==> src/rtl/ptcc_pkg.sv <==
// Package for the periodic timer capture/compare block
package ptcc_pkg;
  // Register indices on the plain register port
  localparam logic [3:0] ADDR_CTRL0   = 4'h0;
  localparam logic [3:0] ADDR_CTRL1   = 4'h1;
  localparam logic [3:0] ADDR_CAPCLR  = 4'h2;
  localparam logic [3:0] ADDR_CNT_LO  = 4'h3;
  localparam logic [3:0] ADDR_CNT_HI  = 4'h4;
  localparam logic [3:0] ADDR_CMPA_LO = 4'h5;
  localparam logic [3:0] ADDR_CMPA_HI = 4'h6;
  localparam logic [3:0] ADDR_CMPP_LO = 4'h7;
  localparam logic [3:0] ADDR_CMPP_HI = 4'h8;
  localparam logic [3:0] ADDR_CMPB_LO = 4'h9;
  localparam logic [3:0] ADDR_CMPB_HI = 4'ha;

  // Field positions
  localparam int RUN_BIT  = 3;
  localparam int CCLR_BIT = 0;
  localparam int CAPS_BIT = 1;
  localparam int POL_BIT  = 2;
  localparam int OC_BIT   = 3;
  localparam int PF_LSB   = 4;
  localparam int MODE_LSB = 6;
  localparam int TCLR_LSB = 1;
  localparam int VLF_BIT  = 0;

  localparam logic [7:0] RST_BYTE   = 8'h00;
  localparam logic [7:0] RUN_MASK   = 8'h08;
  localparam logic [7:0] CAPCLR_MSK = 8'h06;

  typedef enum logic [1:0] {
    PTCC_CMP_OUT,
    PTCC_CAPTURE,
    PTCC_PWM,
    PTCC_TIMER
  } ptcc_mode_t;

  // Pin function codes
  localparam logic [1:0] PF_0 = 2'h0;
  localparam logic [1:0] PF_1 = 2'h1;
  localparam logic [1:0] PF_2 = 2'h2;
  localparam logic [1:0] PF_3 = 2'h3;
  localparam logic [1:0] TCLR_NONE = 2'h0;

  typedef struct packed {
    logic [3:0] addr;
    logic [7:0] wdata;
    logic       wr;
    logic       rd;
  } ptcc_bus_t;
endpackage

==> src/rtl/ptcc_timer.sv <==
// Periodic timer with capture, compare match output and PWM
//
// Strobed register access and the placing of the registers were chosen for this implementation.
`timescale 1ns/1ps
module ptcc_timer #(
  parameter int CNT_W   = 16,
  parameter bit INST0   = 1'b1
) (
  input  wire logic              ref_clk,
  input  wire logic              sys_rst,
  input  wire ptcc_pkg::ptcc_bus_t bus,
  output logic [7:0]             rdata,
  input  wire logic              capture_input_pin,
  input  wire logic              external_clock_pin,
  input  wire logic              filtered_data,
  input  wire logic              filter_input_select,
  output logic                   timer_out,
  output logic                   timer_out_en
);
  localparam int HI_W = CNT_W - 8;

  logic [7:0]       ctrl0_ff;
  logic [7:0]       ctrl1_ff;
  logic [1:0]       tclr_ff;
  logic             vlf_ff;
  logic [CNT_W-1:0] cnt_ff;
  logic [CNT_W-1:0] cmpa_ff;
  logic [CNT_W-1:0] cmpp_ff;
  logic [15:0]      cmpb_ff;
  logic             run_d_ff;
  logic             raw_ff;
  logic             out_ff;
  logic             cap_s1_ff;
  logic             cap_s2_ff;
  logic             cap_s3_ff;
  logic             pulse_done_ff;
  logic [7:0]       rdata_ff;
  logic             pin_ff;
  logic             pin_en_ff;

  wire ptcc_pkg::ptcc_mode_t mode = ptcc_pkg::ptcc_mode_t'(ctrl1_ff[ptcc_pkg::MODE_LSB +: 2]);
  wire [1:0] pf      = ctrl1_ff[ptcc_pkg::PF_LSB +: 2];
  wire       oc      = ctrl1_ff[ptcc_pkg::OC_BIT];
  wire       pol     = ctrl1_ff[ptcc_pkg::POL_BIT];
  wire       caps    = ctrl1_ff[ptcc_pkg::CAPS_BIT];
  wire       cclr    = ctrl1_ff[ptcc_pkg::CCLR_BIT];
  wire       run     = ctrl0_ff[ptcc_pkg::RUN_BIT];
  wire       run_up  = run & ~run_d_ff;
  wire       wr      = bus.wr;
  wire [3:0] addr    = bus.addr;
  wire [7:0] wd      = bus.wdata;

  wire cap_src = !caps ? capture_input_pin
               : (INST0 && filter_input_select) ? filtered_data : external_clock_pin;
  wire rise = cap_s2_ff & ~cap_s3_ff;
  wire fall = ~cap_s2_ff & cap_s3_ff;
  wire cap_mode = (mode == ptcc_pkg::PTCC_CAPTURE) && run;
  wire edge_hit = (pf == ptcc_pkg::PF_0) ? rise
                : (pf == ptcc_pkg::PF_1) ? fall
                : (pf == ptcc_pkg::PF_2) ? (rise | fall) : 1'b0;
  wire split = INST0 && (tclr_ff != ptcc_pkg::TCLR_NONE);
  // route capture into A or B
  wire cap_b = cap_mode && edge_hit && split && rise;
  wire cap_a = cap_mode && edge_hit && !(split && rise);
  wire edge_clr = cap_mode && INST0 && ((tclr_ff[0] && rise) || (tclr_ff[1] && fall));

  wire match_a = run && (cnt_ff == cmpa_ff);
  wire match_p = run && (cnt_ff == cmpp_ff) && (cmpp_ff != '0);
  wire at_max  = run && (cnt_ff == {CNT_W{1'b1}});
  wire p_zero  = (cmpp_ff == '0);
  wire use_a   = cclr && (mode == ptcc_pkg::PTCC_CMP_OUT || mode == ptcc_pkg::PTCC_TIMER);
  wire cnt_clr = use_a ? match_a : (match_p || (p_zero && at_max) || edge_clr);
  wire [CNT_W-1:0] nxt_cnt = run_up ? '0 : !run ? cnt_ff : cnt_clr ? '0 : cnt_ff + 1'b1;

  wire pwm_act  = (cnt_ff < cmpa_ff);
  wire nxt_raw_cmp = !match_a ? raw_ff : (pf == ptcc_pkg::PF_1) ? 1'b0
                   : (pf == ptcc_pkg::PF_2) ? 1'b1 : (pf == ptcc_pkg::PF_3) ? ~raw_ff : raw_ff;
  wire nxt_raw_pwm = (pf == ptcc_pkg::PF_0) ? ~oc : (pf == ptcc_pkg::PF_1) ? oc
                   : (pf == ptcc_pkg::PF_2) ? (pwm_act ? oc : ~oc)
                   : ((!pulse_done_ff && run) ? (pwm_act ? oc : ~oc) : ~oc);
  // run rising edge restores initial level, except in PWM mode with pin function PF_0 to PF_2
  wire nxt_raw = (run_up && (mode != ptcc_pkg::PTCC_PWM || pf == ptcc_pkg::PF_3)) ? oc
               : (mode == ptcc_pkg::PTCC_CMP_OUT) ? nxt_raw_cmp
               : (mode == ptcc_pkg::PTCC_PWM) ? nxt_raw_pwm : raw_ff;
  // enable not in timer or capture mode; inversion applies in every mode
  wire out_used = (mode == ptcc_pkg::PTCC_CMP_OUT) || (mode == ptcc_pkg::PTCC_PWM);
  wire nxt_pin  = nxt_raw ^ pol;

  wire [15:0] cnt_x  = 16'(cnt_ff);
  wire [15:0] cmpa_x = 16'(cmpa_ff);
  wire [15:0] cmpp_x = 16'(cmpp_ff);
  wire [7:0] nxt_rdata =
      (addr == ptcc_pkg::ADDR_CTRL0)   ? (ctrl0_ff & ptcc_pkg::RUN_MASK | (ctrl0_ff & 8'hf0)) :
      (addr == ptcc_pkg::ADDR_CTRL1)   ? ctrl1_ff :
      (addr == ptcc_pkg::ADDR_CAPCLR && INST0) ? {5'h00, tclr_ff, vlf_ff} :
      (addr == ptcc_pkg::ADDR_CNT_LO)  ? cnt_x[7:0] :
      (addr == ptcc_pkg::ADDR_CNT_HI)  ? cnt_x[15:8] :
      (addr == ptcc_pkg::ADDR_CMPA_LO) ? cmpa_x[7:0] :
      (addr == ptcc_pkg::ADDR_CMPA_HI) ? cmpa_x[15:8] :
      (addr == ptcc_pkg::ADDR_CMPP_LO) ? cmpp_x[7:0] :
      (addr == ptcc_pkg::ADDR_CMPP_HI) ? cmpp_x[15:8] :
      (addr == ptcc_pkg::ADDR_CMPB_LO && INST0) ? cmpb_ff[7:0] :
      (addr == ptcc_pkg::ADDR_CMPB_HI && INST0) ? cmpb_ff[15:8] : ptcc_pkg::RST_BYTE;

  always_ff @(posedge ref_clk)
  begin
    if (sys_rst)
    begin
      ctrl0_ff <= ptcc_pkg::RST_BYTE;
      ctrl1_ff <= ptcc_pkg::RST_BYTE;
      tclr_ff  <= 2'h0;
    end
    else if (wr)
    begin
      if (addr == ptcc_pkg::ADDR_CTRL0)
        ctrl0_ff <= wd & 8'hf8;
      if (addr == ptcc_pkg::ADDR_CTRL1)
        ctrl1_ff <= wd;
      if (addr == ptcc_pkg::ADDR_CAPCLR && INST0)
        tclr_ff <= wd[ptcc_pkg::TCLR_LSB +: 2];
    end
  end

  // compare registers, capture writes win over software
  always_ff @(posedge ref_clk)
  begin
    if (sys_rst)
    begin
      cmpa_ff <= '0;
      cmpp_ff <= '0;
      cmpb_ff <= 16'h0000;
    end
    else
    begin
      if (cap_a)
        cmpa_ff <= cnt_ff;
      else if (wr && addr == ptcc_pkg::ADDR_CMPA_LO)
        cmpa_ff[7:0] <= wd;
      else if (wr && addr == ptcc_pkg::ADDR_CMPA_HI)
        cmpa_ff[CNT_W-1:8] <= wd[HI_W-1:0];
      if (wr && addr == ptcc_pkg::ADDR_CMPP_LO)
        cmpp_ff[7:0] <= wd;
      else if (wr && addr == ptcc_pkg::ADDR_CMPP_HI)
        cmpp_ff[CNT_W-1:8] <= wd[HI_W-1:0];
      if (cap_b)
        cmpb_ff <= cnt_x;
      else if (wr && INST0 && addr == ptcc_pkg::ADDR_CMPB_LO)
        cmpb_ff[7:0] <= wd;
      else if (wr && INST0 && addr == ptcc_pkg::ADDR_CMPB_HI)
        cmpb_ff[15:8] <= wd;
    end
  end

  always_ff @(posedge ref_clk)
  begin
    if (sys_rst)
    begin
      cnt_ff        <= '0;
      run_d_ff      <= 1'b0;
      vlf_ff        <= 1'b0;
      raw_ff        <= 1'b0;
      pulse_done_ff <= 1'b0;
    end
    else
    begin
      cnt_ff   <= nxt_cnt;
      run_d_ff <= run;
      raw_ff   <= nxt_raw;
      if (cap_a || cap_b)
        vlf_ff <= rise;
      if (run_up)
        pulse_done_ff <= 1'b0;
      else if (run && match_p)
        pulse_done_ff <= 1'b1;
    end
  end

  always_ff @(posedge ref_clk)
  begin
    if (sys_rst)
    begin
      cap_s1_ff <= 1'b0;
      cap_s2_ff <= 1'b0;
      cap_s3_ff <= 1'b0;
      pin_ff    <= 1'b0;
      pin_en_ff <= 1'b0;
      rdata_ff  <= ptcc_pkg::RST_BYTE;
    end
    else
    begin
      cap_s1_ff <= cap_src;
      cap_s2_ff <= cap_s1_ff;
      cap_s3_ff <= cap_s2_ff;
      pin_ff    <= nxt_pin;
      pin_en_ff <= out_used;
      rdata_ff  <= bus.rd ? nxt_rdata : ptcc_pkg::RST_BYTE;
    end
  end

  assign rdata        = rdata_ff;
  assign timer_out    = pin_ff;
  assign timer_out_en = pin_en_ff;

  // a_cnt_run_clear: run rising edge zeroes counter
  a_cnt_run_clear: assert property (@(posedge ref_clk) disable iff (sys_rst)
    run_up |=> (cnt_ff == '0)) else $error("counter not cleared on run");
  // a_cnt_hold_off: count holds while stopped
  a_cnt_hold_off: assert property (@(posedge ref_clk) disable iff (sys_rst)
    (!run && !run_d_ff) ##1 !run |-> $stable(cnt_ff)) else $error("counter moved while off");
  // a_cap_latch_a: capture into A takes counter
  a_cap_latch_a: assert property (@(posedge ref_clk) disable iff (sys_rst)
    cap_a |=> (cmpa_ff == $past(cnt_ff))) else $error("capture A wrong value");
  // a_cap_latch_b: capture into B on rising edge
  a_cap_latch_b: assert property (@(posedge ref_clk) disable iff (sys_rst)
    cap_b |-> rise ##1 (cmpb_ff == 16'($past(cnt_ff)))) else $error("capture B wrong");
  // a_vlf_edge: flag reports edge
  a_vlf_edge: assert property (@(posedge ref_clk) disable iff (sys_rst)
    (cap_a || cap_b) |=> (vlf_ff == $past(rise))) else $error("edge flag wrong");
  // a_out_restore: initial level after run edge
  a_out_restore: assert property (@(posedge ref_clk) disable iff (sys_rst)
    (run_up && mode == ptcc_pkg::PTCC_CMP_OUT) |=> (pin_ff == ($past(oc) ^ $past(pol))))
    else $error("output not restored");
  // a_cmp_none: code 00 leaves the output
  a_cmp_none: assert property (@(posedge ref_clk) disable iff (sys_rst)
    (mode == ptcc_pkg::PTCC_CMP_OUT && pf == ptcc_pkg::PF_0 && !run_up) |=> $stable(raw_ff))
    else $error("output moved with no change code");
  // a_clr_on_a: compare A clear when selected
  a_clr_on_a: assert property (@(posedge ref_clk) disable iff (sys_rst)
    (use_a && match_a && !run_up) |=> (cnt_ff == '0)) else $error("A match did not clear");
  // a_reg_hi_zero: capture clear top bits zero
  a_reg_hi_zero: assert property (@(posedge ref_clk) disable iff (sys_rst)
    (bus.rd && addr == ptcc_pkg::ADDR_CAPCLR) |=> (rdata[7:3] == 5'h00)) else $error("top bits set");

  a_cap_rise_a: assert property (@(posedge ref_clk) disable iff (sys_rst)
    (cap_mode && !split && pf == ptcc_pkg::PF_0 && rise) |-> cap_a)
    else $error("rising capture missed");
  a_cap_fall_a: assert property (@(posedge ref_clk) disable iff (sys_rst)
    (cap_mode && !split && pf == ptcc_pkg::PF_1 && fall) |-> cap_a)
    else $error("falling capture missed");
  a_cap_both_a: assert property (@(posedge ref_clk) disable iff (sys_rst)
    (cap_mode && !split && pf == ptcc_pkg::PF_2 && (rise || fall)) |-> cap_a)
    else $error("dual edge capture missed");
  a_cap_off: assert property (@(posedge ref_clk) disable iff (sys_rst)
    (pf == ptcc_pkg::PF_3) |-> !(cap_a || cap_b))
    else $error("capture while disabled");
  a_split_fall: assert property (@(posedge ref_clk) disable iff (sys_rst)
    (cap_mode && split && pf == ptcc_pkg::PF_1 && fall) |-> (cap_a && !cap_b))
    else $error("split falling capture wrong");
  a_split_rise: assert property (@(posedge ref_clk) disable iff (sys_rst)
    (cap_mode && split && pf == ptcc_pkg::PF_0 && rise) |-> (cap_b && !cap_a))
    else $error("split rising capture wrong");
  a_split_dual: assert property (@(posedge ref_clk) disable iff (sys_rst)
    (cap_mode && split && pf == ptcc_pkg::PF_2 && fall) |-> (cap_a && !cap_b))
    else $error("split dual capture wrong");

  a_cmp_low: assert property (@(posedge ref_clk) disable iff (sys_rst)
    (mode == ptcc_pkg::PTCC_CMP_OUT && match_a && !run_up && pf == ptcc_pkg::PF_1) |=> !raw_ff)
    else $error("match did not drive low");
  a_cmp_high: assert property (@(posedge ref_clk) disable iff (sys_rst)
    (mode == ptcc_pkg::PTCC_CMP_OUT && match_a && !run_up && pf == ptcc_pkg::PF_2) |=> raw_ff)
    else $error("match did not drive high");
  a_cmp_toggle: assert property (@(posedge ref_clk) disable iff (sys_rst)
    (mode == ptcc_pkg::PTCC_CMP_OUT && match_a && !run_up && pf == ptcc_pkg::PF_3) |=> (raw_ff != $past(raw_ff)))
    else $error("match did not toggle");
  a_cmp_same_lvl: assert property (@(posedge ref_clk) disable iff (sys_rst)
    (mode == ptcc_pkg::PTCC_CMP_OUT && match_a && !run_up && pf == ptcc_pkg::PF_1 && !oc && !raw_ff) |=> !raw_ff)
    else $error("same level request changed output");
  a_cmp_idle: assert property (@(posedge ref_clk) disable iff (sys_rst)
    (mode == ptcc_pkg::PTCC_CMP_OUT && !match_a && !run_up) |=> $stable(raw_ff))
    else $error("output moved without match");
  a_pin_invert: assert property (@(posedge ref_clk) disable iff (sys_rst)
    1'b1 |=> (pin_ff == (raw_ff ^ $past(pol))))
    else $error("pin inversion wrong");
  a_en_off: assert property (@(posedge ref_clk) disable iff (sys_rst)
    (mode == ptcc_pkg::PTCC_TIMER || mode == ptcc_pkg::PTCC_CAPTURE) |=> !timer_out_en)
    else $error("pin enabled in unused mode");
  a_en_on: assert property (@(posedge ref_clk) disable iff (sys_rst)
    (mode == ptcc_pkg::PTCC_CMP_OUT || mode == ptcc_pkg::PTCC_PWM) |=> timer_out_en)
    else $error("pin not enabled in output mode");

  a_pwm_inact: assert property (@(posedge ref_clk) disable iff (sys_rst)
    (mode == ptcc_pkg::PTCC_PWM && pf == ptcc_pkg::PF_0) |=> (raw_ff == !$past(oc)))
    else $error("forced inactive level wrong");
  a_pwm_act: assert property (@(posedge ref_clk) disable iff (sys_rst)
    (mode == ptcc_pkg::PTCC_PWM && pf == ptcc_pkg::PF_1) |=> (raw_ff == $past(oc)))
    else $error("forced active level wrong");
  a_pulse_start: assert property (@(posedge ref_clk) disable iff (sys_rst)
    (run_up && mode == ptcc_pkg::PTCC_PWM && pf == ptcc_pkg::PF_3) |=> (raw_ff == $past(oc)))
    else $error("single pulse start level wrong");
  a_pulse_end: assert property (@(posedge ref_clk) disable iff (sys_rst)
    (mode == ptcc_pkg::PTCC_PWM && pf == ptcc_pkg::PF_3 && pulse_done_ff && !run_up) |=> (raw_ff == !$past(oc)))
    else $error("single pulse not ended");

  a_clr_on_p: assert property (@(posedge ref_clk) disable iff (sys_rst)
    (!use_a && match_p && !run_up) |=> (cnt_ff == '0))
    else $error("P match did not clear");
  a_clr_ovf: assert property (@(posedge ref_clk) disable iff (sys_rst)
    (!use_a && p_zero && at_max && !run_up) |=> (cnt_ff == '0))
    else $error("overflow did not clear");
  a_clr_ignored: assert property (@(posedge ref_clk) disable iff (sys_rst)
    ((mode == ptcc_pkg::PTCC_PWM || mode == ptcc_pkg::PTCC_CAPTURE) && run && !run_up && !match_p && !at_max
     && !edge_clr) |=> (cnt_ff == CNT_W'($past(cnt_ff) + 1'b1)))
    else $error("counter cleared by ignored select");
  a_edge_clr: assert property (@(posedge ref_clk) disable iff (sys_rst)
    (cap_mode && INST0 && tclr_ff[0] && rise && !run_up) |=> (cnt_ff == '0))
    else $error("capture edge did not clear");
  a_cnt_read: assert property (@(posedge ref_clk) disable iff (sys_rst)
    (bus.rd && addr == ptcc_pkg::ADDR_CNT_LO) |=> (rdata == $past(cnt_x[7:0])))
    else $error("counter read wrong");
  a_src_pin: assert property (@(posedge ref_clk) disable iff (sys_rst)
    !caps |=> (cap_s1_ff == $past(capture_input_pin)))
    else $error("capture source not input pin");
  a_vlf_hold: assert property (@(posedge ref_clk) disable iff (sys_rst)
    !(cap_a || cap_b) |=> $stable(vlf_ff))
    else $error("edge flag moved without capture");


  c_capture_a: cover property (@(posedge ref_clk) disable iff (sys_rst) cap_a);
  c_capture_b: cover property (@(posedge ref_clk) disable iff (sys_rst) cap_b);
  c_toggle:    cover property (@(posedge ref_clk) disable iff (sys_rst)
    match_a && pf == ptcc_pkg::PF_3 && mode == ptcc_pkg::PTCC_CMP_OUT);
  c_overflow:  cover property (@(posedge ref_clk) disable iff (sys_rst) p_zero && at_max);
endmodule

==> config.mk <==
export PLATFORM = sky130hd
export DESIGN_NAME = ptcc_timer
export DESIGN_NICKNAME = d
export VERILOG_FILES = /design/src/rtl/ptcc_pkg.sv /design/src/rtl/ptcc_timer.sv
export SDC_FILE = /design/constraint.sdc
export NUM_CORES = 1
export LEC_CHECK = 0
export ABC_AREA = 1
export BUFFER_PORTS_ARGS = -buffer_cell sky130_fd_sc_hd__buf_4
export CAP_MARGIN = 5
export CORE_ASPECT_RATIO = 1.1
export CORE_MARGIN = 3
export CORE_UTILIZATION = 30
export CTS_CLUSTER_DIAMETER = 80
export DETAILED_ROUTE_END_ITERATION = 16
export PLACE_DENSITY = 0.55
export SLEW_MARGIN = 20
export SYNTH_ARGS = -nofsm -noshare
export SYNTH_HDL_FRONTEND = slang
export SYNTH_SLANG_ARGS = --single-unit
==> constraint.sdc <==
create_clock -name ref_clk -period 2.5 [get_ports ref_clk]
set_input_delay 0 -clock ref_clk [delete_from_list [all_inputs] [get_ports ref_clk]]
set_output_delay 0 -clock ref_clk [all_outputs]
set_load 0.01 [all_outputs]
# After elaboration in Yosys (flattened, before gate mapping)
# Cells that the tools add are included.
dict set report classes {
  addsub 1
  multipliers 0
  div_mod_pow 0
  order_cmp 1
  n_eq_ne 22
  shifts 0
  muxes 38
  bitwise_logic 13
  reduce_logical 51
}
# operator count
set ops {}
lappend ops {{two-way mux 8 bit} 17}
lappend ops {{two-way mux 16 bit} 3}
lappend ops {{== test 16 bit} 2}
lappend ops {{logical AND 1 bit} 24}
lappend ops {{two-way mux 1 bit} 18}
lappend ops {{adder 16 x 1 -> 16 bit (second input constant)} 1}
lappend ops {{== test 16 bit (second input constant)} 1}
lappend ops {{== test 4 x 3 -> 1 bit (second input constant)} 4}
lappend ops {{logical NOT 16 bit} 1}
lappend ops {{less-than comparator 16 bit} 1}
lappend ops {{nonzero test 16 bit} 1}
lappend ops {{== test 4 bit (second input constant)} 3}
lappend ops {{AND reduction 2 bit} 6}
lappend ops {{nonzero test 2 bit} 5}
lappend ops {{== test 2 bit (second input constant)} 4}
lappend ops {{== test 4 x 2 -> 1 bit (second input constant)} 2}
lappend ops {{OR 4 x 8 -> 8 bit} 1}
lappend ops {{logical OR 1 bit} 7}
lappend ops {{NOT 1 bit} 7}
lappend ops {{inequality test 2 bit (second input constant)} 3}
lappend ops {{== test 2 x 1 -> 1 bit (second input constant)} 2}
lappend ops {{== test 4 x 1 -> 1 bit (second input constant)} 1}
lappend ops {{logical NOT 2 bit} 2}
lappend ops {{logical NOT 4 bit} 1}
lappend ops {{5 further kinds} 9}
dict set report word_totals {
  regBits 96
  latchBits 0
  mem_bits_rw 0
  romBits 0
  input_bits 20
  output_inout_bits 10
  elab_cells 146
  n_memories 0
}

# Longest topological paths before layout
# Gate-level depths: netlist (run 1).
dict set report depth {
  depth_word 12
  mapped_depth 18
  depth_no_buf 18
}

# Worst setup path after synthesis (run 1)
# OpenSTA, ideal clock, no wires.
dict set report synth_path {
  kind {register to register}
  from {register cnt_ff[15]}
  to {register pin_ff (netlist: timer_out)}
  setup_time_ns 0.115
  t_arrival_ns 1.658
  t_required_ns 2.385
  path_slack_ns 0.727
  stages_incl_launch_ff 14
  path_buffers 0
  synth_period_minus_slack_ns 1.773
  path_cell_list {dfxtp_1 -> ha_1 -> nand2_1 -> nor2_1 -> nand2_1 -> nor2_1 -> nand2_1 -> o21ai_0 -> a31o_2 -> inv_1 -> nand2_1 -> nand3_1 -> nand2_1 -> nor2_1}
}
dict set report synth_between {
  elab_chain_cells 10
  word_cells_on_any_way 13
  cone_classes {order compare: 1; eq/ne: 1; mux: 9; bitwise: 1; reduce/logical: 1}
}
# element line
set synth_rtl {}
lappend synth_rtl {{start, declared} ptcc_timer.sv:26} ;# logic [CNT_W-1:0] cnt_ff;
lappend synth_rtl {{start signal, assigned} ptcc_timer.sv:166} ;# cnt_ff <= nxt_cnt;
lappend synth_rtl {{less-than comparator 16 bit} ptcc_timer.sv:75} ;# wire pwm_act = (cnt_ff < cmpa_ff);
lappend synth_rtl {{two-way mux 1 bit} {ptcc_timer.sv:79, ptcc_timer.sv:80}}
lappend synth_rtl {{two-way mux 1 bit} ptcc_timer.sv:80} ;# : ((!pulse_done_ff && run) ? (pwm_act ? oc : ~oc) : ~oc);
lappend synth_rtl {{two-way mux 1 bit} ptcc_timer.sv:79} ;# : (pf == ptcc_pkg::PF_2) ? (pwm_act ? oc : ~oc)
lappend synth_rtl {{two-way mux 1 bit (2 in a row)} ptcc_timer.sv:78} ;# wire nxt_raw_pwm = (pf == ptcc_pkg::PF_0) ? ~oc : (pf == ptcc_pkg::PF_1) ? oc
lappend synth_rtl {{two-way mux 1 bit} ptcc_timer.sv:84} ;# : (mode == ptcc_pkg::PTCC_PWM) ? nxt_raw_pwm : raw_ff;
lappend synth_rtl {{two-way mux 1 bit *} ptcc_timer.sv:83} ;# : (mode == ptcc_pkg::PTCC_CMP_OUT) ? nxt_raw_cmp
lappend synth_rtl {{two-way mux 1 bit *} ptcc_timer.sv:82} ;# wire nxt_raw = (run_up && (mode != ptcc_pkg::PTCC_PWM || pf == ptcc_pkg::PF_3)) ? oc
lappend synth_rtl {{bitwise XOR 1 bit *} ptcc_timer.sv:87} ;# wire nxt_pin = nxt_raw ^ pol;
lappend synth_rtl {{end signal, assigned} ptcc_timer.sv:194} ;# pin_ff <= nxt_pin;
lappend synth_rtl {{end, declared} ptcc_timer.sv:38} ;# logic pin_ff;
# Every way passes the cells marked *; elsewhere a longest branch is shown, timed or not.
# A chain may end at the register's enable or synchronous reset.

# Worst setup path in the final report (run 1)
# Ends and elaborated chain as after synthesis.

==> results of run 1 <==
## synth_stat cells, drive strengths merged (4+ instances only)
| library cell | number | area, um^2 |
|---|---|---|
| clkbuf | 10 | 37.5 |
| nand4 | 10 | 62.6 |
| dfxtp | 96 | 1920 |
| a31oi | 4 | 25.0 |
| o2111ai | 8 | 70.1 |
| nor3 | 14 | 90.1 |
| xor2 | 8 | 70.1 |
| a21oi | 62 | 310 |
| inv | 156 | 588 |
| nand3 | 15 | 75.1 |
| ha | 22 | 275 |
| o22ai | 43 | 269 |
| buf | 9 | 65.1 |
| nor2 | 94 | 373 |
| o21ai | 87 | 439 |
| nand2 | 142 | 563 |
## flip-flops by register name, indices dropped and copies added (netlist names), 2 cells and up
name	flops
ctrl0_ff	5
cmpb_ff	16
ctrl1_ff	8
rdata	8
cnt_ff	16
cmpa_ff	16
tclr_ff	2
cmpp_ff	16
## kinds of logic (layout without fill, tap and decap cells)
kind of cell,after synthesis,in the layout,share of synthesized area
simple gates,279,279,0.222
compound gates,214,214,0.223
buf+inv,176,223,0.129
flops,96,96,0.358
fa+ha+maj,22,22,0.0513
xor+xnor,10,10,0.0163
## metal layers
metal  global-route usage  vias to the layer above  part of all wire
li1                     -                     2687                 -
met1                0.282                     2564              0.47
met2                0.294                      200              0.43
met3               0.0252                       41             0.055
met4               0.0957                        0             0.042
met5                    0                        -                 0
## stage by stage
| step | setup slack, ps | hold slack, ps | util | cells | total power [W] |
|---|---|---|---|---|---|
| global route | 144 | 9.97 | 0.362 | 1078 | 0.00340 |
| global placement | 385 | 228 | 0.340 | 1054 | 0.00189 |
| finish | 372 | 11.0 | 0.362 | 1078 | 0.00328 |
| CTS | 367 | 2.15 | 0.362 | 1078 | 0.00330 |
| detailed placement | 381 | 227 | 0.340 | 1054 | 0.00188 |
| floorplan | 727 | 133 | - | 797 | 0.00176 |
## worst max-delay path by stage
stage	startpoint	endpoint	depth (start not counted)
floorplan	cnt_ff[15]	timer_out	13
global placement	cnt_ff[15]	timer_out	13
detailed placement	cnt_ff[15]	timer_out	13
CTS	cnt_ff[15]	timer_out	13
global route	cnt_ff[15]	timer_out	13
finish	cnt_ff[15]	timer_out	13
## tightest hold or removal path, stage by stage
cell	delay (ps)
buf_4	160
nand3_1	90
a21oi_1	60
## what timing repair did
item | CTS | global route
hold endpoints to repair | 15 | 0
hold buffers | 8 | 0
endpoints found under the setup margin | 0 | 0
## power groups by stage
| stage | logic (W) | clock network (W) | registers, W |
|---|---|---|---|
| 2_1_floorplan | 0.000161 | 0 | 0.00160 |
| 3_3_place_gp | 0.000283 | 0 | 0.00160 |
| 3_5_place_dp | 0.000280 | 0 | 0.00160 |
| 4_1_cts | 0.000290 | 0.00144 | 0.00157 |
| 5_1_grt | 0.000324 | 0.00150 | 0.00157 |
| 6_report | 0.000293 | 0.00142 | 0.00157 |
## final cells by class
type | count | area, um^2
clock buffers | 9 | 225
clock inverters | 7 | 72.6
fillers | 1904 | 11000
inverters | 157 | 592
multi-input cells | 525 | 2750
flip-flops and latches | 96 | 1920
well taps | 234 | 293
repair buffers | 50 | 395
==> results.md, run 1 <==
- Outcome: finished clean
- FF+latch count, synth: 96
- Placed cell area: 5870 um^2
- Total track usage: 0.198
- GPL Wtd Cong: 0.997
- CP max stage delay: 400 ps
- Core area: 17300 um^2
- Worst-margin pin slew: 576 ps
- Pwr Density: 525 nW/um^2
- Clock Power Share: 0.433
- Initial antenna violation count: 0
- Layout cells sized above 1: 0.104
- Hold Crit Start: bus[7]
- Unique masters post-synth: 40
- Total nets after synthesis: 839
- Async S/R FF share, synth: 0
- First-pass DRT Iterations: 5
- Minimum clock period after layout: 2130 ps
- Number of buffers and inverters on the critical path: 1
- Core Rows: 50
- Endpoints failing hold: 0
- Pin count of the biggest net entering global routing: 61
- Hold path depth: 3
- Routed vias: 5492
- Total grt overflow: 0
- Internal power: 0.00243 W
- Mapped Cells: 797
- DRT antenna net count: 0
- CP Class: flip-flop to flip-flop
- EDFF count, synth: 0
- Critical Path AT: 2380 ps
- Peak supply drop: 0.262 mV
- Synth warn: 0
- CTS resizes: 0
- Sequential area share after synthesis: 0.358
- Combinational share of power: 0.089
- Initial Utilization: 0.311
- Post-CTS Setup Inserts: 0
- Most frequent cells in the layout: 149 x inv_1, 132 x nand2_1, 96 x dfxtp_1
- CTS Root Cell: clkbuf_16
- Vias in the first global route: 5118
- DR WL/cell: 17.6 um
- Max Clock Freq: 470 MHz
- Worst Path Max Fanout: 5
- Critical-path cell list: ha_1 > nand2_1 > nor2_1 > nand2_1 > nor2_1 > nand2_1 > o21ai_0 > a31o_2 > inv_1 > nand2_1 > nand3_1 > nand2_1 > nor2_1
- WHS Endpoint: ctrl0_ff[5]
- Clk Latency, worst-skew pair: 350 ps
- DIE AREA: 19500 um^2
- Leak: 2.71 nW
- Required @ worst endpoint: 2750 ps
- R2r setup slk: 370 ps
- Max-cap violations: 0
- RSZ-0062 raised after global routing: false
- Final non-filler cell area: 6250 um^2
- Pins Over Slew Limit: 0
- Sink Count: 96
- Worst path most repeated cell: nand2_1
- DIE WIDTH: 133 um
- TNS Setup: 0 ps
- Die span in y: 146 um
- Type of origin of the critical path: flip-flop
- Kind of end point of the critical path: flip-flop
- RR Startpoint: cnt_ff[15]
- Final clock skew: 5.67 ps
- Commonest non-fill, non-tap cell in the layout: inv_1
- Ratio of final minimum period to clock period: 0.851
- Max_slew headroom: 0.616
- # diodes: 0
- Sw Ratio: 0.259
- Most used DFF post-synth: dfxtp_1
- Initial DRC Count: 418
- Global-route wire length before repair: 29800 um
- FF-to-FF path depth: 13
- Seq pwr share: 0.478
- I/O pin cnt: 30
- Port bufs: 29
- Final nets: 881
- HP Class: input pin to flip-flop
- Post-DP HPWL: 14500 um
- CTS tree: done
- Post-Syn Area: 5360 um^2
- WL final: 19000 um
- CP max stage cell: dfxtp_1
- TritonCTS Buffers: 9
- Setup violators final: 0
- Reg clk slew, reported paths: 70 ps
- Top delay family on crit path: simple AND/OR/NAND/NOR gates
- P_sw: 0.000850 W
- Area grow syn2layout: 16.5%
- Vias/cell: 5.09
- Endpoint of the worst register-to-register path: timer_out
- DRC Markers: 0
- H-tree Lvls: 3
- Clock buffer depth: 2
- Avg Cell Area, Syn: 6.73 um^2
(Power assumes the default switching activity.)
==> run 2: changes to the inputs <==
Settings changed: CORE_MARGIN 3 to 2, RECOVER_POWER set to 25.
==> run 2 against run 1 <==
Effect of this change:
- worst hold slack about the same
- global-route usage increased by 0.48 points
- register-to-register slack got worse by 30 ps
- wire length about the same
- power increased by 0.72%
- sequential cell count unchanged
- worst setup slack got worse by 32 ps
- clock power about the same
- largest cell class unchanged
==> results.md, run 2 (same netlist as run 1, synthesis figures left out) <==
- Multi-input gate area in the final layout: 2750 um^2
- Ratio of final minimum period to clock period: 0.864
- DRT antenna net count: 0
- Die span in y: 144 um
- Pin count of the biggest net entering global routing: 48
- Port bufs: 29
- Core Rows: 51
- Global-route wire length before repair: 29300 um
- Peak supply drop: 0.372 mV
- DIE WIDTH: 131 um
- Dpl cells: 1057
- Register area: 1920 um^2
- Worst Path Max Fanout: 7
- Number of buffers and inverters on the critical path: 1
- Clock buffer depth: 2
- WL final: 19000 um
- First-pass DRT Iterations: 5
- DRC Markers: 0
- CP max stage cell: dfxtp_1
- # diodes: 0
- Type of origin of the critical path: flip-flop
- GPL Wtd Cong: 1.07
- Sink Count: 96
- CP max stage delay: 390 ps
- Pins Over Slew Limit: 0
- Post-DP HPWL: 14500 um
- Hold path depth: 3
- Area grow syn2layout: 15.9%
- Final clock skew: 8.18 ps
- TNS Setup: 0 ps
- H-tree Lvls: 3
- Endpoints failing hold: 0
- Leak: 2.67 nW
- Final nets: 880
- CTS Root Cell: clkbuf_16
- Minimum clock period after layout: 2160 ps
- I/O pin cnt: 30
- WP depth: 13
- Worst path most repeated cell: nand2_1
- Total track usage: 0.202
- Initial antenna violation count: 0
- Max Clock Freq: 463 MHz
- Layout cells sized above 1: 0.0866
- Outcome: finished clean
- Total grt overflow: 0
- Routed vias: 5458
- DIE AREA: 19000 um^2
- Kind of end point of the critical path: flip-flop
- Vias in the first global route: 4980
- HP Class: input pin to flip-flop
- Initial DRC Count: 468
- Most frequent cells in the layout: 150 x inv_1, 132 x nand2_1, 96 x dfxtp_1
- FF-to-FF path depth: 13
- DR WL/cell: 17.6 um
- CP Class: flip-flop to flip-flop
- Critical-path cell list: ha_1 > nand2_1 > nor2_1 > nand2_1 > nor2_1 > nand2_1 > o21ai_0 > a31o_2 > inv_1 > nand2_1 > nand3_1 > nand2_1 > nor2_1
- Max-cap violations: 0
- Required @ worst endpoint: 2750 ps
- Worst-margin pin slew: 635 ps
- Placed cell area: 5880 um^2
- Core area: 17600 um^2
- Pwr Density: 532 nW/um^2
- TritonCTS Buffers: 9
- CTS tree: done
- Reg clk slew, reported paths: 70 ps
- Top delay family on crit path: simple AND/OR/NAND/NOR gates
- Critical Path AT: 2410 ps
- RSZ-0062 raised after global routing: false
- Commonest non-fill, non-tap cell in the layout: inv_1
- Non-filler instance count after layout: 1081
- Vias/cell: 5.05
- Max_slew headroom: 0.576
- Setup violators final: 0
- Clk Latency, worst-skew pair: 360 ps
- Final non-filler cell area: 6220 um^2
- Fill cells: 1995
- Initial Utilization: 0.305
run 2: cell count changes in the layout (fill, tap and decap cells not counted), sizes merged:
cell      delta
clkbuf      +12
inv          +1
clkinv       +1
clkinvlp     -2
buf         -13
run 2: final timing paths:
| path | from | to | slack, ps |
|---|---|---|---|
| setup reg to reg | cnt_ff[11] | timer_out | 340 |
| hold reg to reg | cap_s1_ff | cap_s2_ff | 420 |
| hold / removal | bus[0] | rdata[6] | 10 |
| setup / recovery | cnt_ff[11] | timer_out | 340 |
run 2: layer usage:
layer  global-route usage  share of wire  routed length (um)  vias up
met4               0.0921          0.039                 736        0
met3               0.0228          0.062                1180       50
met5                    0              0                   0        -
met1                0.281           0.46                8820     2534
li1                     -              -                   -     2690
met2                0.317           0.44                8270      184
run 2: layout make-up:
type / count / share of cell area
clock buffers: 9 / 0.0362
clock inverters: 7 / 0.0127
inverters: 157 / 0.0952
multi-input cells: 525 / 0.442
flip-flops and latches: 96 / 0.309
well taps: 238 / 0.0479
repair buffers: 49 / 0.0571
run 2: where the power goes:
group	internal, W	switching, W
combinational	0.0000942	0.000189
sequential	0.00155	0.0000160
clock	0.000787	0.000666
total	0.00244	0.000871
run 2: what timing repair did:
action	CTS	global route
resized for setup	0	0
hold endpoints to repair	14	0
buffers inserted	0	0
hold buffers	8	0
run 2: worst min-delay path: stages:
cell     delay, ps
buf_4          110
nand2_1        150
a31oi_1         60
run 2: metrics by stage:
stage,total power (W),setup slack [ps],utilization,hold WS (ps)
floorplan,0.00176,727,-,133
global placement,0.00188,402,0.334,247
detailed placement,0.00188,402,0.334,241
CTS,0.00332,389,0.356,8.52
global route,0.00342,120,0.353,34.3
finish,0.00331,340,0.353,11.1
==> run 3: changes to the inputs <==
Settings changed: GPL_TIMING_DRIVEN set to 0, SETUP_SLACK_MARGIN set to 0.15.
==> run 3 against run 2 <==
Effect of this change:
- global-route usage grew 0.65 points
- sequential share of layout area is essentially flat
- first-iteration DRC count shrank 1.1%
- via count is essentially flat
- sequential cell count is the same
- worst setup slack lost 43 ps
- clock power grew 8%
- critical path type unchanged
- critical path depth grew 1
- wire length grew 2.3%
- worst hold slack lost 6.3 ps
- count of clock-buffer cells in the layout is the same
- cell count grew 0.46%
==> results.md, run 3 (same netlist as run 1, synthesis figures left out) <==
- Outcome: finished clean
- Minimum clock period after layout: 2200 ps
- Type of origin of the critical path: flip-flop
- Hold Crit Start: bus[0]
- CP max stage delay: 350 ps
- Post-DP HPWL: 14600 um
- TritonCTS Buffers: 9
- Routed vias: 5463
- Die span in y: 144 um
- Total track usage: 0.209
- Fill cells: 1989
- Max_slew headroom: 0.590
- Pins Over Slew Limit: 0
- Initial Utilization: 0.305
- Worst-margin pin slew: 615 ps
- Pwr Density: 550 nW/um^2
- Clock buffer depth: 2
- Area grow syn2layout: 16.1%
- Core Rows: 51
- DIE AREA: 19000 um^2
- Core area: 17600 um^2
- Max-cap violations: 0
- DRC Markers: 0
- Reg clk slew, reported paths: 80 ps
- I/O pin cnt: 30
- Leak: 2.66 nW
- Placed cell area: 5880 um^2
- Critical Path AT: 2470 ps
- Max Clock Freq: 454 MHz
- CTS Root Cell: clkbuf_16
- Worst path most repeated cell: inv_1
- GPL Wtd Cong: 0.942
- Final non-filler cell area: 6230 um^2
- # diodes: 0
- RR Startpoint: cap_s2_ff
- DRT antenna net count: 0
- Vias in the first global route: 5021
- WL final: 19400 um
- PnR Total Power: 0.00342 W
- WHS: 4.74 ps
- TNS Setup: 0 ps
- Peak supply drop: 0.339 mV
- Pin count of the biggest net entering global routing: 18
- Initial antenna violation count: 0
- Endpoints failing hold: 0
- Ratio of final minimum period to clock period: 0.881
- Final clock skew: 12.4 ps
- Most frequent cells in the layout: 150 x inv_1, 132 x nand2_1, 95 x dfxtp_1
- Sink Count: 96
- HP Class: input pin to flip-flop
- DIE WIDTH: 131 um
- Layout cells sized above 1: 0.0849
- Total grt overflow: 0
- CTS tree: done
- DR WL/cell: 17.9 um
- Final nets: 885
- First-pass DRT Iterations: 5
- Port bufs: 29
- H-tree Lvls: 3
- Commonest non-fill, non-tap cell in the layout: inv_1
- Setup violators final: 0
- Initial DRC Count: 463
- Worst Path Max Fanout: 9
- Vias/cell: 5.03
- CP Class: flip-flop to flip-flop
- Kind of end point of the critical path: flip-flop
- Clk Latency, worst-skew pair: 370 ps
- Crit path launch: cap_s2_ff
- RSZ-0062 raised after global routing: false
- Critical-path cell list: inv_1 > ha_1 > o21ai_0 > o2111ai_1 > inv_2 > o21ai_2 > nor2_2 > inv_4 > nand2_2 > inv_1 > nand2_1 > o221ai_1 > nand2_1 > inv_1
- Global-route wire length before repair: 29600 um
- Required @ worst endpoint: 2770 ps
- CP max stage cell: dfxtp_1
[run 3: stage by stage]
step,utilization,std cells,worst slack [ps]
2_1_floorplan,-,797,727
3_3_place_gp,0.334,1064,303
3_5_place_dp,0.334,1064,250
4_1_cts,0.356,1086,225
5_1_grt,0.354,1086,176
6_report,0.354,1086,297
[run 3: repair_timing]
item,CTS,global route
setup endpoints to repair,0,2
hold endpoints to repair,5,0
hold buffers,6,0
setup buffers,0,0
resized for setup,0,3
[run 3: power breakdown]
part	leakage, nW	internal (W)	switching (W)
Clock	0.158	0.000890	0.000678
Combinational	1.72	0.0000951	0.000194
Sequential	0.777	0.00155	0.0000150
[run 3: final cells by class]
type | instances | area [um^2] | area share
clock buffer | 9 | 225 | 0.0362
tap | 238 | 298 | 0.0478
timing repair buffer | 35 | 233 | 0.0374
inverter | 157 | 592 | 0.0951
multi-input combinational | 525 | 2750 | 0.442
clock inverter | 7 | 101 | 0.0163
buffer | 19 | 101 | 0.0163
sequential | 96 | 1920 | 0.309
[run 3: final timing paths]
kind | to | depth (start not counted) | slack [ps]
setup reg to reg | cmpa_ff[1] | 14 | 300
hold / removal | rdata[3] | 3 | 5
setup / recovery | cmpa_ff[1] | 14 | 300
hold reg to reg | cap_s2_ff | 2 | 410
[run 3: metal layers]
metal / global-route usage / part of all wire / up-vias
met5: 0 / 0 / -
met4: 0.0789 / 0.026 / 0
met3: 0.0249 / 0.064 / 27
met2: 0.333 / 0.45 / 210
met1: 0.291 / 0.46 / 2532
li1: - / - / 2694
[run 3: worst max-delay path, delay by kind of cell, from the launching register on]
| family | cells | cell delay, ps |
|---|---|---|
| adders and majority gates | 1 | 320 |
| AOI/OAI and AO/OA | 4 | 500 |
| buffers and inverters | 5 | 400 |
| and+or+nand+nor | 4 | 530 |
| DFF | 1 | 350 |
